<file path="config.mk">
export PLATFORM = sky130hd
export DESIGN_NAME = haptic_drive_calibration_control
export DESIGN_NICKNAME = d
export VERILOG_FILES = /design/src/common/haptic_pkg.sv /design/src/rtl/haptic_drive_calibration_control.sv
export SDC_FILE = /design/constraint.sdc
export NUM_CORES = 1
export LEC_CHECK = 0
export BUFFER_PORTS_ARGS = -buffer_cell sky130_fd_sc_hd__buf_2
export CORE_UTILIZATION = 58
export CTS_CLUSTER_SIZE = 16
export DETAILED_ROUTE_END_ITERATION = 8
export PLACE_DENSITY = 0.78
export SLEW_MARGIN = 20
export SYNTH_ARGS = -nofsm -noshare
export SYNTH_HDL_FRONTEND = slang
export SYNTH_SLANG_ARGS = --single-unit
</file>
<file path="constraint.sdc">
create_clock -name clock -period 8.95 [get_ports clock]
set_input_delay 0.4475 -clock clock [delete_from_list [all_inputs] [get_ports clock]]
set_output_delay 0.4475 -clock clock [all_outputs]
set_load 0.01 [all_outputs]
</file>
<file path="src/common/haptic_pkg.sv">
// shared offsets, fields, reset values and timing for the haptic drive control block
package haptic_pkg;
  // ------------------------------------------------------------
  // register offsets
  // ------------------------------------------------------------
  localparam logic [7:0] ADDR_STATUS  = 8'h00;
  localparam logic [7:0] ADDR_MODE    = 8'h01;
  localparam logic [7:0] ADDR_PLAY    = 8'h02;
  localparam logic [7:0] ADDR_LAUNCH  = 8'h0C;
  localparam logic [7:0] ADDR_LEVEL   = 8'h16;
  localparam logic [7:0] ADDR_FBCTL   = 8'h1A;
  localparam logic [7:0] ADDR_TIMING  = 8'h1C;
  localparam logic [7:0] ADDR_LOOPCTL = 8'h1D;
  localparam logic [7:0] ADDR_FUSE    = 8'h1E;
  localparam int         CFG_WORDS    = 5;
  // ------------------------------------------------------------
  // field positions
  // ------------------------------------------------------------
  localparam int STS_DIAG_BIT    = 3;
  localparam int MODE_RESET_BIT  = 7;
  localparam int MODE_STBY_BIT   = 6;
  localparam int FB_TYPE_BIT     = 7;
  localparam int FB_BRAKE_LSB    = 4;
  localparam int FB_GAIN_LSB     = 2;
  localparam int LOOP_BIDIR_BIT  = 7;
  localparam int LOOP_ERMOL_BIT  = 5;
  localparam int LOOP_FMT_BIT    = 3;
  localparam int LOOP_LRAOL_BIT  = 0;
  localparam int FUSE_TRIG_BIT   = 0;
  localparam int FUSE_DONE_BIT   = 2;
  localparam int FUSE_DUR_LSB    = 4;
  localparam int CFG_LEVEL       = 0;
  localparam int CFG_ODLIM       = 1;
  localparam int CFG_COMP        = 2;
  localparam int CFG_EMF         = 3;
  localparam int CFG_FB          = 4;
  // ------------------------------------------------------------
  // reset values and codes
  // ------------------------------------------------------------
  localparam logic [7:0] RST_MODE    = 8'h40;
  localparam logic [7:0] RST_LOOPCTL = 8'h80;
  localparam logic [7:0] RST_CFG     = 8'h00;
  localparam logic [7:0] RST_TIMING  = 8'h00;
  localparam logic [2:0] DEVICE_ID   = 3'h5; // arbitrary value
  localparam logic [2:0] MODE_PLAY   = 3'h5;
  localparam logic [2:0] MODE_AUTOCAL = 3'h7;
  localparam logic [7:0] MID_SCALE   = 8'h80;
  // ------------------------------------------------------------
  // timing
  // ------------------------------------------------------------
  localparam int CLK_PERIOD_NS = 10;
  localparam int CAL_UNIT_NS   = 250000;

  typedef enum logic [1:0] {CAL_IDLE, CAL_RUN, CAL_DONE} cal_state_t;
endpackage

</file>
<file path="src/rtl/haptic_drive_calibration_control.sv">
// haptic drive control: loop modes, auto-calibration, one-time fuse store
//
// Operation
// - closed loop tracks level and resonant frequency
// - rotating type ignores resonant-only calibration inputs
// - calibration end overwrites result registers
// - writing 0x07 leaves standby, selects calibration
// - launch bit starts calibration, self-clears
// - fault flag reports calibration outcome
// - registers kept in standby, enable low
// - fuse accepts exactly one programming
// - fuse trigger copies config words to fuse
// - burned flag reads one until the power-on reset
// - soft reset reloads fused values; power reset loads 0x00
// - three drive modes, both actuator types
// - open loop scales to limit, signed
// - negative drive reverses or flips phase
// - eight-bit samples, signed or unsigned format
// - unidirectional maps full range, auto brake
// - steady level full scale, never above limit
// - closed loop brakes from back-emf comparison
// - bidirectional floors below mid-scale, power-up default
// - playback mode follows amplitude register
`timescale 1ns/1ps
module haptic_drive_calibration_control #(
  parameter int CAL_UNIT_CYCLES = haptic_pkg::CAL_UNIT_NS / haptic_pkg::CLK_PERIOD_NS
) (
  input  wire logic       clock,
  input  wire logic       nrst,
  input  wire logic [7:0] regAddr,
  input  wire logic [7:0] regWrData,
  input  wire logic       regWrite,
  input  wire logic       regRead,
  output logic      [7:0] regRdData,
  input  wire logic       enablePin,
  input  wire logic       zeroCrossPin,
  input  wire logic [7:0] backEmf,
  output logic      [7:0] driveLevel,
  output logic            driveReverse,
  output logic            commutationPhase,
  output logic            driveOn
);
  // ------------------------------------------------------------
  // pin synchronisers
  // ------------------------------------------------------------
  logic [1:0] enSync_q;
  logic [1:0] zcSync_q;
  logic       zcPrev_q;
  always_ff @(posedge clock or negedge nrst) begin
    if (!nrst) begin
      enSync_q <= 2'h0;
      zcSync_q <= 2'h0;
      zcPrev_q <= 1'b0;
    end else begin
      enSync_q <= {enSync_q[0], enablePin};
      zcSync_q <= {zcSync_q[0], zeroCrossPin};
      zcPrev_q <= zcSync_q[1];
    end
  end
  wire logic enabled  = enSync_q[1];
  wire logic zcRise   = zcSync_q[1] & ~zcPrev_q;

  // ------------------------------------------------------------
  // register state
  // ------------------------------------------------------------
  logic [7:0] cfg_q [0:haptic_pkg::CFG_WORDS-1];
  logic [7:0] fuse_q [0:haptic_pkg::CFG_WORDS-1];
  logic [7:0] mode_q;
  logic [7:0] playAmp_q;
  logic [7:0] timing_q;
  logic [7:0] loopCtl_q;
  logic [1:0] calDur_q;
  logic       go_q;
  logic       diag_q;
  logic       fuseBurned_q;
  haptic_pkg::cal_state_t calState_q;
  logic [19:0] calCnt_q;
  logic [7:0]  emfLast_q;

  wire logic [2:0] opMode    = mode_q[2:0];
  wire logic       standby   = mode_q[haptic_pkg::MODE_STBY_BIT];
  wire logic       isLra     = cfg_q[haptic_pkg::CFG_FB][haptic_pkg::FB_TYPE_BIT];
  wire logic [7:0] odLimit   = cfg_q[haptic_pkg::CFG_ODLIM];
  wire logic [7:0] steady    = cfg_q[haptic_pkg::CFG_LEVEL];
  wire logic [2:0] brakeGain = cfg_q[haptic_pkg::CFG_FB][haptic_pkg::FB_BRAKE_LSB +: 3];
  wire logic [1:0] loopGain  = cfg_q[haptic_pkg::CFG_FB][haptic_pkg::FB_GAIN_LSB +: 2];

  wire logic wrMode   = regWrite && (regAddr == haptic_pkg::ADDR_MODE);
  wire logic softRst  = wrMode && regWrData[haptic_pkg::MODE_RESET_BIT];
  wire logic goWrite  = regWrite && (regAddr == haptic_pkg::ADDR_LAUNCH) && regWrData[0];
  wire logic burnReq  = regWrite && (regAddr == haptic_pkg::ADDR_FUSE)
                        && regWrData[haptic_pkg::FUSE_TRIG_BIT];
  wire logic calDone  = (calState_q == haptic_pkg::CAL_DONE);

  // ------------------------------------------------------------
  // calibration results
  // ------------------------------------------------------------
  // timing inputs only matter for the resonant type
  wire logic [7:0] lraAdj  = isLra ? {2'h0, timing_q[5:0]} : 8'h00;
  wire logic [7:0] compRes = steady - (emfLast_q >> loopGain) - lraAdj;
  wire logic       calFault = (emfLast_q == 8'h00) || (emfLast_q > odLimit);
  wire logic [19:0] calLimit = 20'(CAL_UNIT_CYCLES * (int'(calDur_q) + 1));

  // ------------------------------------------------------------
  // configuration registers
  // ------------------------------------------------------------
  // plain registers: standby and enable low touch none of them
  always_ff @(posedge clock or negedge nrst) begin
    if (!nrst) begin
      for (int i = 0; i < haptic_pkg::CFG_WORDS; i++) begin
        cfg_q[i] <= haptic_pkg::RST_CFG;
      end
      mode_q    <= haptic_pkg::RST_MODE;
      playAmp_q <= 8'h00;
      timing_q  <= haptic_pkg::RST_TIMING;
      loopCtl_q <= haptic_pkg::RST_LOOPCTL;
      calDur_q  <= 2'h0;
    end else if (softRst) begin
      for (int i = 0; i < haptic_pkg::CFG_WORDS; i++) begin
        cfg_q[i] <= fuseBurned_q ? fuse_q[i] : haptic_pkg::RST_CFG;
      end
      mode_q    <= haptic_pkg::RST_MODE;
      playAmp_q <= 8'h00;
      timing_q  <= haptic_pkg::RST_TIMING;
      loopCtl_q <= haptic_pkg::RST_LOOPCTL;
      calDur_q  <= 2'h0;
    end else begin
      if (regWrite) begin
        if (regAddr == haptic_pkg::ADDR_MODE) begin
          mode_q <= {1'b0, regWrData[6:0]};
        end else if (regAddr == haptic_pkg::ADDR_PLAY) begin
          playAmp_q <= regWrData;
        end else if (regAddr >= haptic_pkg::ADDR_LEVEL && regAddr <= haptic_pkg::ADDR_FBCTL) begin
          cfg_q[3'(regAddr - haptic_pkg::ADDR_LEVEL)] <= regWrData;
        end else if (regAddr == haptic_pkg::ADDR_TIMING) begin
          timing_q <= regWrData;
        end else if (regAddr == haptic_pkg::ADDR_LOOPCTL) begin
          loopCtl_q <= regWrData;
        end else if (regAddr == haptic_pkg::ADDR_FUSE) begin
          calDur_q <= regWrData[haptic_pkg::FUSE_DUR_LSB +: 2];
        end
      end
      // results land after any same-cycle bus write except a soft reset, which drops them
      if (calDone) begin
        cfg_q[haptic_pkg::CFG_COMP]      <= compRes;
        cfg_q[haptic_pkg::CFG_EMF]       <= emfLast_q;
        cfg_q[haptic_pkg::CFG_FB][1:0]   <= emfLast_q[7:6];
      end
    end
  end

  // ------------------------------------------------------------
  // calibration sequence
  // ------------------------------------------------------------
  always_ff @(posedge clock or negedge nrst) begin
    if (!nrst) begin
      calState_q <= haptic_pkg::CAL_IDLE;
      calCnt_q   <= 20'h0;
      emfLast_q  <= 8'h00;
    end else begin
      case (calState_q)
        haptic_pkg::CAL_IDLE: begin
          calCnt_q <= 20'h0;
          if (go_q && opMode == haptic_pkg::MODE_AUTOCAL && !standby && enabled) begin
            calState_q <= haptic_pkg::CAL_RUN;
          end
        end
        haptic_pkg::CAL_RUN: begin
          calCnt_q  <= calCnt_q + 20'h1;
          emfLast_q <= backEmf;
          if (softRst) begin
            calState_q <= haptic_pkg::CAL_IDLE;
          end else if (calCnt_q >= calLimit - 20'h1) begin
            calState_q <= haptic_pkg::CAL_DONE;
          end
        end
        default: begin
          calState_q <= haptic_pkg::CAL_IDLE;
        end
      endcase
    end
  end

  // set by software wins over the self-clear
  always_ff @(posedge clock or negedge nrst) begin
    if (!nrst) begin
      go_q <= 1'b0;
    end else if (goWrite && !softRst) begin
      go_q <= 1'b1;
    end else if (softRst || calDone) begin
      go_q <= 1'b0;
    end else if (calState_q == haptic_pkg::CAL_IDLE && opMode != haptic_pkg::MODE_AUTOCAL) begin
      go_q <= 1'b0;
    end
  end

  always_ff @(posedge clock or negedge nrst) begin
    if (!nrst) begin
      diag_q <= 1'b0;
    end else if (calDone) begin
      diag_q <= calFault;
    end else if (calState_q == haptic_pkg::CAL_RUN && calCnt_q == 20'h0) begin
      diag_q <= 1'b0;
    end
  end

  // ------------------------------------------------------------
  // one-time fuse store
  // ------------------------------------------------------------
  // nonvolatile in silicon; here cleared only by the power-on reset
  always_ff @(posedge clock or negedge nrst) begin
    if (!nrst) begin
      fuseBurned_q <= 1'b0;
    end else if (burnReq) begin
      fuseBurned_q <= 1'b1;
    end
  end

  generate
    for (genvar w = 0; w < haptic_pkg::CFG_WORDS; w++) begin : g_fuse
      always_ff @(posedge clock or negedge nrst) begin
        if (!nrst) begin
          fuse_q[w] <= haptic_pkg::RST_CFG;
        end else if (burnReq && !fuseBurned_q) begin
          fuse_q[w] <= cfg_q[w];
        end
      end
    end
  endgenerate

  // ------------------------------------------------------------
  // register reads
  // ------------------------------------------------------------
  always_ff @(posedge clock or negedge nrst) begin
    if (!nrst) begin
      regRdData <= 8'h00;
    end else if (!regRead) begin
      regRdData <= 8'h00;
    end else if (regAddr == haptic_pkg::ADDR_STATUS) begin
      regRdData <= {haptic_pkg::DEVICE_ID, 1'b0, diag_q, 3'h0};
    end else if (regAddr == haptic_pkg::ADDR_MODE) begin
      regRdData <= mode_q;
    end else if (regAddr == haptic_pkg::ADDR_PLAY) begin
      regRdData <= playAmp_q;
    end else if (regAddr == haptic_pkg::ADDR_LAUNCH) begin
      regRdData <= {7'h00, go_q};
    end else if (regAddr >= haptic_pkg::ADDR_LEVEL && regAddr <= haptic_pkg::ADDR_FBCTL) begin
      regRdData <= cfg_q[3'(regAddr - haptic_pkg::ADDR_LEVEL)];
    end else if (regAddr == haptic_pkg::ADDR_TIMING) begin
      regRdData <= timing_q;
    end else if (regAddr == haptic_pkg::ADDR_LOOPCTL) begin
      regRdData <= loopCtl_q;
    end else if (regAddr == haptic_pkg::ADDR_FUSE) begin
      regRdData <= {2'h0, calDur_q, 1'b0, fuseBurned_q, 2'h0};
    end else begin
      regRdData <= 8'h00;
    end
  end

  // ------------------------------------------------------------
  // resonance tracking
  // ------------------------------------------------------------
  logic [15:0] periodCnt_q;
  logic [15:0] halfPeriod_q;
  logic [15:0] phaseCnt_q;
  logic        phase_q;
  always_ff @(posedge clock or negedge nrst) begin
    if (!nrst) begin
      periodCnt_q  <= 16'h0;
      halfPeriod_q <= 16'hFFFF;
      phaseCnt_q   <= 16'h0;
      phase_q      <= 1'b0;
    end else begin
      if (zcRise) begin
        periodCnt_q  <= 16'h0;
        halfPeriod_q <= {1'b0, periodCnt_q[15:1]};
      end else if (periodCnt_q != 16'hFFFF) begin
        periodCnt_q <= periodCnt_q + 16'h1;
      end
      if (zcRise || phaseCnt_q >= halfPeriod_q) begin
        phaseCnt_q <= 16'h0;
        phase_q    <= zcRise ? 1'b0 : ~phase_q;
      end else begin
        phaseCnt_q <= phaseCnt_q + 16'h1;
      end
    end
  end

  // ------------------------------------------------------------
  // drive shaping
  // ------------------------------------------------------------
  wire logic openLoop = isLra ? loopCtl_q[haptic_pkg::LOOP_LRAOL_BIT]
                              : loopCtl_q[haptic_pkg::LOOP_ERMOL_BIT];
  wire logic bidir    = loopCtl_q[haptic_pkg::LOOP_BIDIR_BIT];
  // signed samples become offset binary around mid-scale
  wire logic [7:0] sampleOff = loopCtl_q[haptic_pkg::LOOP_FMT_BIT] ? playAmp_q
                                                                  : playAmp_q ^ haptic_pkg::MID_SCALE;
  wire logic playing  = enabled && !standby && opMode == haptic_pkg::MODE_PLAY;
  wire logic calibrating = enabled && calState_q == haptic_pkg::CAL_RUN;

  logic [15:0] olMag;
  logic [15:0] target;
  logic [15:0] mag;
  logic [15:0] nextLevel;
  logic        nextNeg;
  always_comb begin
    olMag     = 16'h0;
    target    = 16'h0;
    mag       = 16'h0;
    nextNeg   = 1'b0;
    nextLevel = 16'h0;
    if (openLoop) begin
      // mid-scale gives no drive; below gives negative drive
      if (sampleOff >= haptic_pkg::MID_SCALE) begin
        olMag = {8'h0, sampleOff - haptic_pkg::MID_SCALE};
      end else begin
        olMag   = {8'h0, haptic_pkg::MID_SCALE - sampleOff};
        nextNeg = 1'b1;
      end
      mag = (olMag * {8'h0, odLimit}) >> 7;
    end else begin
      if (!bidir) begin
        target = ({8'h0, sampleOff} * {8'h0, steady} + {8'h0, steady}) >> 8;
      end else if (sampleOff > haptic_pkg::MID_SCALE) begin
        target = ({8'h0, sampleOff - haptic_pkg::MID_SCALE} * {8'h0, steady} + {8'h0, steady}) >> 7;
      end else begin
        target = 16'h0;
      end
      if ({8'h0, backEmf} > target) begin
        nextNeg = 1'b1;
        mag     = ({8'h0, backEmf} - target) << brakeGain;
      end else begin
        mag = target + (({8'h0, backEmf} ^ 16'h00FF) & target) >> (3'h3 - {1'b0, loopGain});
      end
    end
    if (calibrating) begin
      mag     = {8'h0, steady};
      nextNeg = 1'b0;
    end
    nextLevel = (mag > {8'h0, odLimit}) ? {8'h0, odLimit} : mag;
  end

  always_ff @(posedge clock or negedge nrst) begin
    if (!nrst) begin
      driveLevel       <= 8'h00;
      driveReverse     <= 1'b0;
      commutationPhase <= 1'b0;
      driveOn          <= 1'b0;
    end else if (playing || calibrating) begin
      driveLevel       <= nextLevel[7:0];
      driveReverse     <= nextNeg && !isLra;
      commutationPhase <= isLra && (phase_q ^ nextNeg);
      driveOn          <= 1'b1;
    end else begin
      driveLevel       <= 8'h00;
      driveReverse     <= 1'b0;
      commutationPhase <= 1'b0;
      driveOn          <= 1'b0;
    end
  end
endmodule // haptic_drive_calibration_control

</file>
# [Word-level counts from Yosys, hierarchy flattened]
# Index checks and enable logic that the tools add are counted.
[totals] regBits=220 out_inout_bits=19 elab_cells=238 in_bits=30
[classes] n_mul=4 eq_ne=21 order_cmp=11 add_sub_neg=15 n_mux=89 bitwise_logic=8 n_shift=3 reduce_logical=53
[op_table] cell="2-to-1 mux 8 bit" count=40
[op_table] cell="2-to-1 mux 40 bit" count=5
[op_table] cell="2-to-1 mux 16 bit" count=9
[op_table] cell="bitwise mux 40 bit" count=1
[op_table] cell="case mux 20 bit (2 select lines)" count=1
[op_table] cell="adder 16 x 1 -> 16 bit (second input constant)" count=2
[op_table] cell="adder 16 x 8 -> 16 bit" count=2
[op_table] cell="multiplier 8 x 8 -> 16 bit" count=2
[op_table] cell="binary-select mux 8 bit (select 3 bit)" count=1
[op_table] cell="demux 8 bit (select 3 bit)" count=1
[op_table] cell="equality test 8 x 5 -> 1 bit (second input constant)" count=3
[op_table] cell="2-to-1 mux 2 bit" count=12
[op_table] cell="adder 20 x 1 -> 20 bit (second input constant)" count=1
[op_table] cell=">= comparator 20 bit" count=1
[op_table] cell="logical AND 1 bit" count=20
[op_table] cell="zero test 20 bit" count=1
[op_table] cell="nonzero test 2 bit" count=10
[op_table] cell="subtractor 18 x 1 -> 19 bit (second input constant)" count=1
[op_table] cell="2-to-1 mux 9 bit" count=2
[op_table] cell="adder 16 bit" count=1
[op_table] cell="bitwise AND 8 x 16 -> 16 bit" count=1
[op_table] cell=">= comparator 16 bit" count=1
[op_table] cell="greater-than comparator 16 x 8 -> 1 bit" count=1
[op_table] cell="greater-than comparator 8 x 16 -> 1 bit" count=1
[op_table] cell="other kinds (48)" count=84

# [Depth between registers and ports, before layout]
# Gate-level depths: netlist of run 1.
[logic_depth] depth_word=17 mapped_depth=48 depth_no_buf=45

# [Worst setup path before layout of run 1]
# OpenSTA, ideal clock, no wires.
[synth_path] kind="reg2reg" startpoint="reg cfg_q (netlist bit steady[1])" endpoint="reg driveLevel[5]" path_stages_with_launch=44 synth_period_minus_slack_ps=8976 n_path_buf=3 path_slack_ps=-26 t_arrival_ps=8857 required_time_ps=8830 setup_ps=120 cell_sequence="dfrtp_1 > clkbuf_1 > inv_1 > nor2_1 > fa_1 > fa_1 > fa_1 > inv_1 > fa_1 > inv_1 > ha_1 > a21o_1 > a21oi_1 > nor2b_1 > o31a_1 > o41ai_1 > o21bai_1 > xor2_1 > [... 8 more ...] > a2111oi_4 > or3_1 > buf_4 > a211oi_1 > o21ai_0 > a31oi_1 > ha_1 > nor2b_1 > o21a_1 > o21ai_0 > nand2b_1 > a21oi_1 > o21ai_0 > a22oi_1 > and4_1 > buf_6 > a211oi_1 > a31o_1"
[synth_between] elab_chain_cells=14 word_cells_on_any_way=19 cone_classes="add/sub: 4; mul: 2; order compare: 2; shift: 2; mux: 8; bitwise: 1"
[synth_lines] element="start: declaration" line_no="haptic_drive_calibration_control.sv:66" rtl="logic [7:0] cfg_q [0:haptic_pkg::CFG_WORDS-1];"
[synth_lines] element="start signal: indexed assignment" line_no="haptic_drive_calibration_control.sv:111" rtl="cfg_q[i] <= haptic_pkg::RST_CFG;"
[synth_lines] element="start signal: indexed assignment" line_no="haptic_drive_calibration_control.sv:120" rtl="cfg_q[i] <= fuseBurned_q ? fuse_q[i] : haptic_pkg::RST_CFG;"
[synth_lines] element="start signal: indexed assignment" line_no="haptic_drive_calibration_control.sv:134" rtl="cfg_q[3'(regAddr - haptic_pkg::ADDR_LEVEL)] <= regWrData;"
[synth_lines] element="multiplier 8 x 8 -> 16 bit" line_no="haptic_drive_calibration_control.sv:325" rtl="target = ({8'h0, sampleOff - haptic_pkg::MID_SCALE} * {8'h0, steady} + {8'h0, steady}) >> 7;"
[synth_lines] element="adder 16 x 8 -> 16 bit" line_no="haptic_drive_calibration_control.sv:325"
[synth_lines] element="2-to-1 mux 9 bit" line_no="haptic_drive_calibration_control.sv:324" rtl="end else if (sampleOff > haptic_pkg::MID_SCALE) begin"
[synth_lines] element="2-to-1 mux 9 bit" line_no="haptic_drive_calibration_control.sv:322" rtl="if (!bidir) begin"
[synth_lines] element="2-to-1 mux 16 bit" line_no="haptic_drive_calibration_control.sv:312" rtl="if (openLoop) begin"
[synth_lines] element="bitwise AND 8 x 16 -> 16 bit" line_no="haptic_drive_calibration_control.sv:333" rtl="mag = target + (({8'h0, backEmf} ^ 16'h00FF) & target) >> (3'h3 - {1'b0, loopGain});"
[synth_lines] element="adder 16 bit" line_no="haptic_drive_calibration_control.sv:333"
[synth_lines] element=">> shifter 16 x 3 -> 16 bit" line_no="haptic_drive_calibration_control.sv:333"
[synth_lines] element="2-to-1 mux 16 bit" line_no="haptic_drive_calibration_control.sv:329" rtl="if ({8'h0, backEmf} > target) begin"
[synth_lines] element="2-to-1 mux 16 bit" line_no="haptic_drive_calibration_control.sv:312"
[synth_lines] element="2-to-1 mux 16 bit *" line_no="haptic_drive_calibration_control.sv:336" rtl="if (calibrating) begin"
[synth_lines] element="greater-than comparator 16 x 8 -> 1 bit" line_no="haptic_drive_calibration_control.sv:340" rtl="nextLevel = (mag > {8'h0, odLimit}) ? {8'h0, odLimit} : mag;"
[synth_lines] element="2-to-1 mux 8 bit *" line_no="haptic_drive_calibration_control.sv:340"
[synth_lines] element="2-to-1 mux 8 bit *" line_no="haptic_drive_calibration_control.sv:349" rtl="end else if (playing || calibrating) begin"
[synth_lines] element="end signal: assignment" line_no="haptic_drive_calibration_control.sv:350" rtl="driveLevel <= nextLevel[7:0];"
[synth_lines] element="end: declaration" line_no="haptic_drive_calibration_control.sv:38" rtl="output logic [7:0] driveLevel,"
# Mark *: on every way between the ends. The rest lies on a longest branch, timed or not. The select of a mux whose other input is x is not followed.
# A chain may end at the register's enable or synchronous reset.

# [Worst setup path after layout of run 1]
[layout_path] startpoint="reg playAmp_q[4]" endpoint="reg driveLevel[0]"
[layout_between] elab_chain_cells=16 word_cells_on_any_way=27 cone_classes="add/sub: 6; mul: 3; order compare: 4; shift: 2; mux: 11; bitwise: 1"
[layout_lines] element="start: declaration" line_no="haptic_drive_calibration_control.sv:69" rtl="logic [7:0] playAmp_q;"
[layout_lines] element="start signal: assignment" line_no="haptic_drive_calibration_control.sv:132" rtl="playAmp_q <= regWrData;"
[layout_lines] element="2-to-1 mux 8 bit *" line_no="haptic_drive_calibration_control.sv:296" rtl="wire logic [7:0] sampleOff = loopCtl_q[haptic_pkg::LOOP_FMT_BIT] ? playAmp_q"
[layout_lines] element="subtractor 8 bit" line_no="haptic_drive_calibration_control.sv:315, haptic_drive_calibration_control.sv:325"
[layout_lines] element="multiplier 8 x 8 -> 16 bit" line_no="haptic_drive_calibration_control.sv:325"
[layout_lines] element="adder 16 x 8 -> 16 bit" line_no="haptic_drive_calibration_control.sv:325"
[layout_lines] element="2-to-1 mux 9 bit" line_no="haptic_drive_calibration_control.sv:324"
[layout_lines] element="2-to-1 mux 9 bit" line_no="haptic_drive_calibration_control.sv:322"
[layout_lines] element="2-to-1 mux 16 bit" line_no="haptic_drive_calibration_control.sv:312"
[layout_lines] element="bitwise AND 8 x 16 -> 16 bit" line_no="haptic_drive_calibration_control.sv:333"
[layout_lines] element="adder 16 bit" line_no="haptic_drive_calibration_control.sv:333"
[layout_lines] element=">> shifter 16 x 3 -> 16 bit" line_no="haptic_drive_calibration_control.sv:333"
[layout_lines] element="2-to-1 mux 16 bit" line_no="haptic_drive_calibration_control.sv:329"
[layout_lines] element="2-to-1 mux 16 bit *" line_no="haptic_drive_calibration_control.sv:312"
[layout_lines] element="2-to-1 mux 16 bit *" line_no="haptic_drive_calibration_control.sv:336"
[layout_lines] element="greater-than comparator 16 x 8 -> 1 bit" line_no="haptic_drive_calibration_control.sv:340"
[layout_lines] element="2-to-1 mux 8 bit *" line_no="haptic_drive_calibration_control.sv:340"
[layout_lines] element="2-to-1 mux 8 bit *" line_no="haptic_drive_calibration_control.sv:349"
# Marked as above.

==> results of run 1 <==
final timing paths:
check	from	slack, ps	endpoint	depth (start not counted)
max	playAmp_q[4]$_DFFE_PN0P_	90	driveLevel[0]$_DFF_PN0_	40
min	zeroCrossPin	20	zcSync_q[0]$_DFF_PN0_	1
max reg2reg	playAmp_q[4]$_DFFE_PN0P_	90	driveLevel[0]$_DFF_PN0_	40
min reg2reg	zcSync_q[0]$_DFF_PN0_	350	zcSync_q[1]$_DFF_PN0_	0
max in group asynchronous	nrst	6880	steady[1]$_DFFE_PN0P_	3
min in group asynchronous	nrst	510	periodCnt_q[2]$_DFFE_PN0P_	2
worst max-delay path, delay by kind of cell, from the launching register on:
| family | cells | cell delay [ps] |
|---|---|---|
| fa+ha+maj | 8 | 3100 |
| compound gates | 16 | 3040 |
| xor+xnor | 1 | 190 |
| buf+inv | 5 | 560 |
| simple gates | 10 | 1320 |
| flops | 1 | 480 |
synth_stat cells (13+ instances only):
| library cell | count |
|---|---|
| mux2_2 | 77 |
| nor2_1 | 174 |
| o21a_1 | 23 |
| and2_1 | 44 |
| a31oi_1 | 24 |
| fa_1 | 100 |
| inv_1 | 201 |
| dfrtp_1 | 201 |
| a221oi_1 | 30 |
| nand2_1 | 202 |
| ha_1 | 190 |
| nand4_1 | 19 |
| nor3_1 | 31 |
| a22oi_1 | 13 |
| nand2b_1 | 19 |
| clkbuf_1 | 82 |
| dfstp_2 | 18 |
| xor2_1 | 51 |
| a21o_1 | 27 |
| nor2b_1 | 20 |
| and3_1 | 24 |
| xnor2_1 | 48 |
| a211oi_1 | 16 |
| a21oi_1 | 118 |
| mux2i_1 | 30 |
| nand3_1 | 46 |
| o21ai_0 | 117 |
metrics by stage:
stage                     util [%]  setup WS, ps  cells  setup TNS, ps  cell area [µm²]
final                         66.1          92.4   2647              0            21500
after global routing          66.1          -372   2647          -2500            21500
after CTS                     64.7          27.0   2622              0            21000
after detailed placement      62.0          -347   2574          -2580            20100
after global placement        62.0         -75.2   2574           -358            20100
after floorplan                  -           112   2097              0            19100
cell type report:
type                            count  area, µm²
Sequential cell                   219       5510
Multi-Input combinational cell   1573      12700
Tap cell                          442        553
Timing Repair Buffer              160       1130
Clock buffer                       35        693
Fill cell                        2563      11000
Inverter                          208        783
Clock inverter                     10        115
registers in the layout (all words and copies together), names as in the netlist, 3 cells and up:
register      flops
driveLevel        8
regRdData         8
fuse_q           40
emfLast_q         8
brakeGain         3
periodCnt_q      16
phaseCnt_q       16
cfg_q            21
steady            8
halfPeriod_q     16
calCnt_q         20
odLimit           8
loopCtl_q         8
timing_q          8
playAmp_q         8
mode_q            7
what timing repair did:
action,4_1_cts,5_1_grt
buffers inserted,2,25
gates resized for setup,9,81
hold endpoints to repair,73,0
pin swaps,2,57
hold buffers,1,0
endpoints found under the setup margin,8,8
metal layers:
layer / up-vias / global-route usage (%)
li1: 7389 / -
met1: 7970 / 42.4
met2: 786 / 53.3
met3: 223 / 5.02
met4: 0 / 16.2
met5: - / 0
kinds of logic (layout without fill, tap and decap cells):
| family | count (synthesis) | in the layout |
|---|---|---|
| DFF | 219 | 219 |
| and+or+nand+nor | 621 | 621 |
| buffers and inverters | 305 | 413 |
| xor gates and xnor gates | 100 | 100 |
| adders and majority gates | 290 | 290 |
| muxes | 113 | 113 |
| AOI/OAI and AO/OA | 449 | 449 |
==> flow_summary.toml, run 1 <==
[outcome]
status = "completed"

[clock_tree]
clkSinkCount = 219
clk_pin_slew_ps = 70
cts-root-buf = "clkbuf_16"
cts_tree = "yes"
insertion_delay_ps = 530
cts_buffer_depth = 3
cts_buffers = 25
htreeDepth = 1

[finish]
final_common_cell = "nand2_1"
syn_to_final_growth_pct = 12.5
nets = 2507
drive_gt1_share_pct = 17.5
antennaDiodeCount = 0
layout_common_cells = "200 x nand2_1, 194 x inv_1, 194 x dfrtp_1, 182 x ha_1, 167 x nor2_1"

[logic_synthesis]
synth_top_family_by_area = "adder cells"
synth_edf_count = 0
post_synth.cell_area_avg_um2 = 9.09
synthesis.area_um2 = 19100
ys_ff_latch = 219
synth-xor-area-share_pct = 4.63
yosys_most_used_dff = "dfrtp_1"
synth_nets = 2417
syn_inst = 2097
synth-adder-area-share_pct = 23.0
synth_mux_area_share_pct = 6.83
yosys.area.top_type_share_pct = 26.4
yosysSeqAreaShare_pct = 28.9
yosysTopAreaCell = "dfrtp_1"
synth-warning-count = 0
synth-simple-area-share_pct = 15.4
synth_compound_area_share_pct = 15.2
synth.distinct_cells = 85
async_flop_share_pct = 100
synth_top_cells_by_area = "dfrtp_1 26%, ha_1 12%, fa_1 10%"

[detailed_routing]
wl_per_cell_um = 20.5
wl_met1_mm = 21.6
drtAntennaViolNets = 0
dr_total_vias = 16400
vias_per_cell = 6.18
dr.pass1.iters = 7
highest_layer = "met4"
initialDrtViolationCount = 1505
wirelength_mm = 54.3
drt_drc_violations_left = 0
wl_met3_mm = 4.50
wl_met2_mm = 25.3

[placement]
io_buffers = 48
place_hpwl_mm = 41.5
gp_congestion = 0.983

[timing]
rsz0062_at_grt = "yes"
worst_pin_slew_ps = 1120
hold_ws_ps = 23.6
layout_min_cycle_time_ps = 8860
fin_crit_sh_pct = 99.0
fin_skew_ps = 16.3
hold_viol = 0
setup_viol = 0
slew_headroom_pct = 25.2
report.final.slew_viol_count = 0
max_freq_mhz = 113

[grt]
grt_max_degree = 92
grt_pass1_vias = 16300
track_usage_pct = 32.7
antenna_found_initial = 0
globalRouteOverflowTotal = 0
grt_pass1_wl_mm = 86.4

[floorplan]
die_w_um = 183
rows = 66
dieArea_um2 = 33600
io_pins = 49
die_h_um = 183
coreArea_um2 = 32500
initial_core_util_pct = 58.8

[worst_setup_path]
slowest_delay_ps = 530
worstPathMaxFanout = 7
worst_setup_path_end_kind = "flip-flop"
critPathRequiredTime_ps = 9330
path_class = "reg -> reg"
cp_slowest_cell = "fa_1"
critPathLaunchType = "flip-flop"
arrival_ps = 9240

[flow_run]
maxCapViolations = 0

[worst_hold_path]
hold_class = "in -> reg"
Power of run 1 is not shown: default switching activity piles up to over one toggle a cycle in this logic, so the estimate is an artifact.
==> run 2, diff against run 1 <==
--- a/config.mk
+++ b/config.mk
@@ -5,11 +5,14 @@
 export SDC_FILE = /design/constraint.sdc
 export NUM_CORES = 1
 export LEC_CHECK = 0
+export ABC_AREA = 1
 export BUFFER_PORTS_ARGS = -buffer_cell sky130_fd_sc_hd__buf_2
-export CORE_UTILIZATION = 58
+export CORE_MARGIN = 1
+export CORE_UTILIZATION = 59
 export CTS_CLUSTER_SIZE = 16
 export DETAILED_ROUTE_END_ITERATION = 8
-export PLACE_DENSITY = 0.78
+export GPL_TIMING_DRIVEN = 0
+export PLACE_DENSITY = 0.79
 export SLEW_MARGIN = 20
 export SYNTH_ARGS = -nofsm -noshare
 export SYNTH_HDL_FRONTEND = slang
==> flow_summary.toml, run 2 <==
[logic_synthesis]
synth_nets = 2913
yosys_most_used_dff = "dfrtp_1"
synth_top_cells_by_area = "dfrtp_1 26%, ha_1 12%, nand2_1 11%"
yosysSeqAreaShare_pct = 28.3
async_flop_share_pct = 100
ys_ff_latch = 219
synth_most_common_cell = "nand2_1"
synth-warning-count = 0
syn_inst = 2593
synth_edf_count = 0
yosys.area.top_type_share_pct = 25.9
synth_commonest_cells = "594 x nand2_1, 441 x inv_1, 224 x o21ai_0, 201 x dfrtp_1, 190 x ha_1"
synth.distinct_cells = 67
post_synth.cell_area_avg_um2 = 7.50
synthesis.area_um2 = 19400
yosysTopAreaCell = "dfrtp_1"

[finish]
final_util_pct = 65.3
stdcell_count = 3125
drive_gt1_share_pct = 7.83
layout_common_cells = "594 x nand2_1, 439 x inv_1, 223 x o21ai_0, 197 x dfrtp_1, 187 x ha_1"
nets = 2985
regMostFlops = "fuse_q"
fillers = 2811
syn_to_final_growth_pct = 9.02
largest_reg_flops = 40
top_regs = "fuse_q x40, cfg_q x21, calCnt_q x20"
final_common_cell = "nand2_1"
antennaDiodeCount = 0

[worst_setup_path]
critPathRequiredTime_ps = 9400
path_class = "reg -> reg"
worst_setup_path_end_kind = "flip-flop"
r2r_cells = 38
arrival_ps = 8930
startpoint = "playAmp_q[3]$_DFFE_PN0P_"
rr_startpoint = "playAmp_q[3]$_DFFE_PN0P_"
worstReg2RegEnd = "driveLevel[6]$_DFF_PN0_"
r2r_slack_ps = 470
crit_path_frequent_cell = "nand2_1"
worstPathMaxFanout = 12
slowest_delay_ps = 720
critPathLaunchType = "flip-flop"
cp_slowest_cell = "dfrtp_1"

[power_and_ir_drop]
power.density_nw_per_um2 = 301
leakage_nw = 11.0
peakVddDrop_mv = 0.299

[grt]
grt_pass1_vias = 17400
grt_pass1_wl_mm = 91.2
antenna_found_initial = 1
globalRouteOverflowTotal = 0
grt_max_degree = 97
track_usage_pct = 34.8

[worst_hold_path]
hold_depth = 1
holdCritStartpoint = "enablePin"
min_to = "enSync_q[0]$_DFF_PN0_"
hold_class = "in -> reg"

[placement]
place_ws_ps = -344
gp_congestion = 1.01
place_hpwl_mm = 45.9
io_buffers = 48
dp_cells = 3085

[clock_tree]
htreeDepth = 1
cts_tree = "yes"
cts_buffer_depth = 3
cts-root-buf = "clkbuf_16"
clkSinkCount = 219
cts_buffers = 24
insertion_delay_ps = 550
clk_pin_slew_ps = 60

[floorplan]
coreArea_um2 = 32500
die_h_um = 184
die_w_um = 184
io_pins = 49
rows = 66
dieArea_um2 = 33700
initial_core_util_pct = 59.9

[timing]
hold_ws_ps = 10.8
fin_skew_ps = 25.5
layout_min_cycle_time_ps = 8480
fin_crit_sh_pct = 94.7
hold_viol = 0
report.final.slew_viol_count = 0
worst_pin_slew_ps = 1140
setup_ws_ps = 472
setup_viol = 0
rsz0062_at_grt = "no"
max_freq_mhz = 118
slew_headroom_pct = 23.8

[outcome]
status = "completed"

[flow_run]
maxCapViolations = 0

[detailed_routing]
dr_total_vias = 18100
wl_per_cell_um = 18.5
dr.pass1.iters = 6
wirelength_mm = 57.8
drt_drc_violations_left = 0
vias_per_cell = 5.78
drtAntennaViolNets = 0
initialDrtViolationCount = 1527
[run 2: changes by cell type after synthesis, sizes merged, moves of 27 or more]
cell    previous run  this run
a221oi            30         3
and2              46         1
inv              202       452
mux2              77        12
mux2i             30         1
nand2            202       607
nand3             46       120
o21ai            122       240
xnor2             48        14
xor2              52        16
[run 2: critical path, delay by kind of cell (launching register included)]
family / cells / cell delay [ps]
DFF: 1 / 720
and+or+nand+nor: 19 / 2620
adders and majority gates: 7 / 3060
AOI/OAI and AO/OA: 7 / 1490
buffers and inverters: 5 / 480
[run 2: how the worst max path moves through the flow]
stage,endpoint,cells after the start
floorplan,driveLevel[7]$_DFF_PN0_,40
global placement,driveLevel[6]$_DFF_PN0_,44
detailed placement,driveLevel[6]$_DFF_PN0_,42
CTS,driveLevel[6]$_DFF_PN0_,41
global route,driveLevel[6]$_DFF_PN0_,49
finish,driveLevel[6]$_DFF_PN0_,38
[run 2: layout make-up]
| type | instances | area, µm² | area share, % |
|---|---|---|---|
| repair buffers | 56 | 353 | 1.66 |
| well taps | 442 | 553 | 2.61 |
| clock buffers | 31 | 647 | 3.05 |
| inverters | 456 | 1730 | 8.15 |
| multi-input cells | 1837 | 11900 | 56.2 |
| flip-flops and latches | 219 | 5510 | 26.0 |
| plain buffers | 71 | 328 | 1.55 |
| clock inverters | 13 | 169 | 0.797 |
[run 2: kinds of logic after synthesis]
kind of cell	share of synthesized area, %
adders and majority gates	22.5
xor gates and xnor gates	1.35
DFF	28.3
buffers and inverters	10.7
muxes	0.747
and+or+nand+nor	22.1
AOI/OAI and AO/OA	14.3
[run 2: what timing repair did]
item	in CTS	in global routing
endpoints found under the setup margin	8	8
setup buffers	1	4
endpoints found under the hold margin	29	0
hold buffers	1	0
pin swaps	0	2
gates resized for setup	6	23
[run 2: metal layers]
layer | GRT usage [%] | share of wire [%] | up-vias
li1 | - | - | 8536
met1 | 44.2 | 40 | 8594
met2 | 58.9 | 48 | 747
met3 | 5.74 | 8.0 | 171
met4 | 14.0 | 4.3 | 2
met5 | 0 | 0.012 | -
[run 2: power by group]
part / leakage, nW / internal (mW) / switching (mW)
sequential: 2.75 / 1.08 / 0.0922
combinational: 7.84 / 1.49 / 2.68
clock: 0.388 / 0.603 / 0.438
total: 11.0 / 3.18 / 3.21
[run 2: per-stage QoR]
stage | area (µm²) | total power, mW | TNS, ps
floorplan | 19400 | 4.19 | 0
global placement | 20200 | 5.09 | -176
detailed placement | 20300 | 5.20 | -2250
CTS | 21100 | 6.28 | 0
global route | 21200 | 6.98 | 0
finish | 21200 | 6.38 | 0
(Power assumes the default switching activity.)
==> run 3, diff against run 2 <==
--- a/config.mk
+++ b/config.mk
@@ -12,7 +12,7 @@
 export CTS_CLUSTER_SIZE = 16
 export DETAILED_ROUTE_END_ITERATION = 8
 export GPL_TIMING_DRIVEN = 0
-export PLACE_DENSITY = 0.79
+export PLACE_DENSITY = 0.86
 export SLEW_MARGIN = 20
 export SYNTH_ARGS = -nofsm -noshare
 export SYNTH_HDL_FRONTEND = slang
==> flow_summary.toml, run 3 (synthesis results as in run 2) <==
[power_and_ir_drop]
p_switching_mw = 3.16
p_clk_share_pct = 16.0
swShare_pct = 50.3
p_int_mw = 3.13
power_mw = 6.29
combPwrFrac_pct = 65.2
power.density_nw_per_um2 = 297
peakVddDrop_mv = 0.247
seq_power_share_pct = 18.7
leakage_nw = 11.0

[finish]
final_util_pct = 65.1
top_regs = "fuse_q x40, cfg_q x21, calCnt_q x20"
layout_common_cells = "594 x nand2_1, 440 x inv_1, 224 x o21ai_0, 196 x dfrtp_1, 188 x ha_1"
nets = 2982
fillers = 2788
largest_reg_flops = 40
drive_gt1_share_pct = 7.58
final_common_cell = "nand2_1"
regMostFlops = "fuse_q"
antennaDiodeCount = 0
syn_to_final_growth_pct = 8.72

[worst_hold_path]
hold_class = "in -> reg"
holdCritStartpoint = "enablePin"
min_to = "enSync_q[0]$_DFF_PN0_"
hold_depth = 1

[timing]
worst_pin_slew_ps = 1100
hold_ws_ps = 25.6
report.final.slew_viol_count = 0
fin_skew_ps = 12.4
fin_crit_sh_pct = 94.6
setup_viol = 0
layout_min_cycle_time_ps = 8470
max_freq_mhz = 118
hold_viol = 0
rsz0062_at_grt = "no"
slew_headroom_pct = 26.1

[worst_setup_path]
worst-path-buf-inv = 8
cp_slowest_cell = "fa_1"
crit_path_frequent_cell = "nand2_1"
r2r_cells = 39
path_class = "reg -> reg"
critPathRequiredTime_ps = 9350
rr_startpoint = "steady[7]$_DFFE_PN0P_"
worst_setup_path_end_kind = "flip-flop"
r2r_slack_ps = 480
arrival_ps = 8870
cp_top_family = "adder cells"
critPathLaunchType = "flip-flop"
worstPathMaxFanout = 10
worstReg2RegEnd = "driveLevel[0]$_DFF_PN0_"
slowest_delay_ps = 630

[clock_tree]
insertion_delay_ps = 530
cts_buffers = 24
clkSinkCount = 219
cts_tree = "yes"
cts_buffer_depth = 3
htreeDepth = 1
cts-root-buf = "clkbuf_16"
clk_pin_slew_ps = 60

[floorplan]
io_pins = 49
initial_core_util_pct = 59.9
rows = 66
dieArea_um2 = 33700
die_h_um = 184
coreArea_um2 = 32500
die_w_um = 184

[detailed_routing]
drtAntennaViolNets = 0
vias_per_cell = 5.83
initialDrtViolationCount = 1851
wl_per_cell_um = 18.0
dr_total_vias = 18200
drt_drc_violations_left = 0
dr.pass1.iters = 6
wirelength_mm = 56.1

[grt]
grt_pass1_vias = 17600
grt_max_degree = 104
track_usage_pct = 33.6
globalRouteOverflowTotal = 0
grt_pass1_wl_mm = 89.2
antenna_found_initial = 0

[flow_run]
maxCapViolations = 0

[placement]
io_buffers = 48
gp_congestion = 1.04
place_hpwl_mm = 44.7

[outcome]
status = "completed"
## run 3: changes by cell type in the layout (fill, tap and decap cells not counted), sizes merged
cell / previous run / this run
buf: 76 / 73
bufinv: 3 / 2
clkinvlp: 5 / 4
inv: 451 / 452
## run 3: worst max path at each step
stage | startpoint | endpoint | slack [ps] | depth (start not counted)
6_report | steady[7]$_DFFE_PN0P_ | driveLevel[0]$_DFF_PN0_ | 480 | 39
5_1_grt | steady[1]$_DFFE_PN0P_ | driveLevel[4]$_DFF_PN0_ | 10 | 48
4_1_cts | playAmp_q[2]$_DFFE_PN0P_ | driveLevel[0]$_DFF_PN0_ | 70 | 43
3_5_place_dp | playAmp_q[6]$_DFFE_PN0P_ | driveLevel[0]$_DFF_PN0_ | -9 | 43
3_3_place_gp | playAmp_q[6]$_DFFE_PN0P_ | driveLevel[2]$_DFF_PN0_ | 120 | 41
2_1_floorplan | steady[1]$_DFFE_PN0P_ | driveLevel[7]$_DFF_PN0_ | 1450 | 40
## run 3: timing repair
item,in CTS,in global routing
hold buffers,1,0
setup buffers,0,2
gates resized for setup,1,24
endpoints found under the hold margin,13,0
endpoints found under the setup margin,1,8
pin swaps,0,1
## run 3: power by group through the flow
stage / clock [mW] / sequential (mW) / combinational, mW
final: 1.01 / 1.18 / 4.10
after global routing: 1.05 / 1.19 / 4.65
after CTS: 1.01 / 1.16 / 4.02
after detailed placement: 0 / 1.18 / 4.00
after global placement: 0 / 1.17 / 3.88
after floorplan: 0 / 1.16 / 3.03
## run 3: area by class of cell
class | instances | area, µm² | area share [%]
Sequential cell | 219 | 5510 | 26.1
Buffer | 71 | 328 | 1.55
Timing Repair Buffer | 53 | 330 | 1.56
Tap cell | 442 | 553 | 2.62
Inverter | 456 | 1720 | 8.15
Multi-Input combinational cell | 1837 | 11900 | 56.3
Clock buffer | 31 | 668 | 3.16
Clock inverter | 12 | 131 | 0.622
## run 3: metal layers
metal / track usage (%) / wire (µm) / vias up
li1: - / - / 8528
met1: 43.5 / 22800 / 8681
met2: 56.8 / 26400 / 817
met3: 4.71 / 4540 / 179
met4: 13.3 / 2450 / 0
met5: 0 / 0 / -
## run 3: through the flow
| stage | TNS [ps] | worst slack [ps] | instance area [µm²] | cells |
|---|---|---|---|---|
| floorplan | 0 | 1450 | 19400 | 2593 |
| global placement | 0 | 117 | 20200 | 3083 |
| detailed placement | -9.26 | -9.26 | 20300 | 3085 |
| CTS | 0 | 73.5 | 21100 | 3129 |
| global route | 0 | 14.9 | 21100 | 3121 |
| finish | 0 | 482 | 21100 | 3121 |
## run 3: worst register-to-register path: cells and delay by family, from the launching register on
kind,cells,cell delay [ps]
adders and majority gates,8,3150
AOI/OAI and AO/OA,8,1770
and+or+nand+nor,14,1540
buffers and inverters,8,1380
DFF,1,390
xor gates and xnor gates,1,160
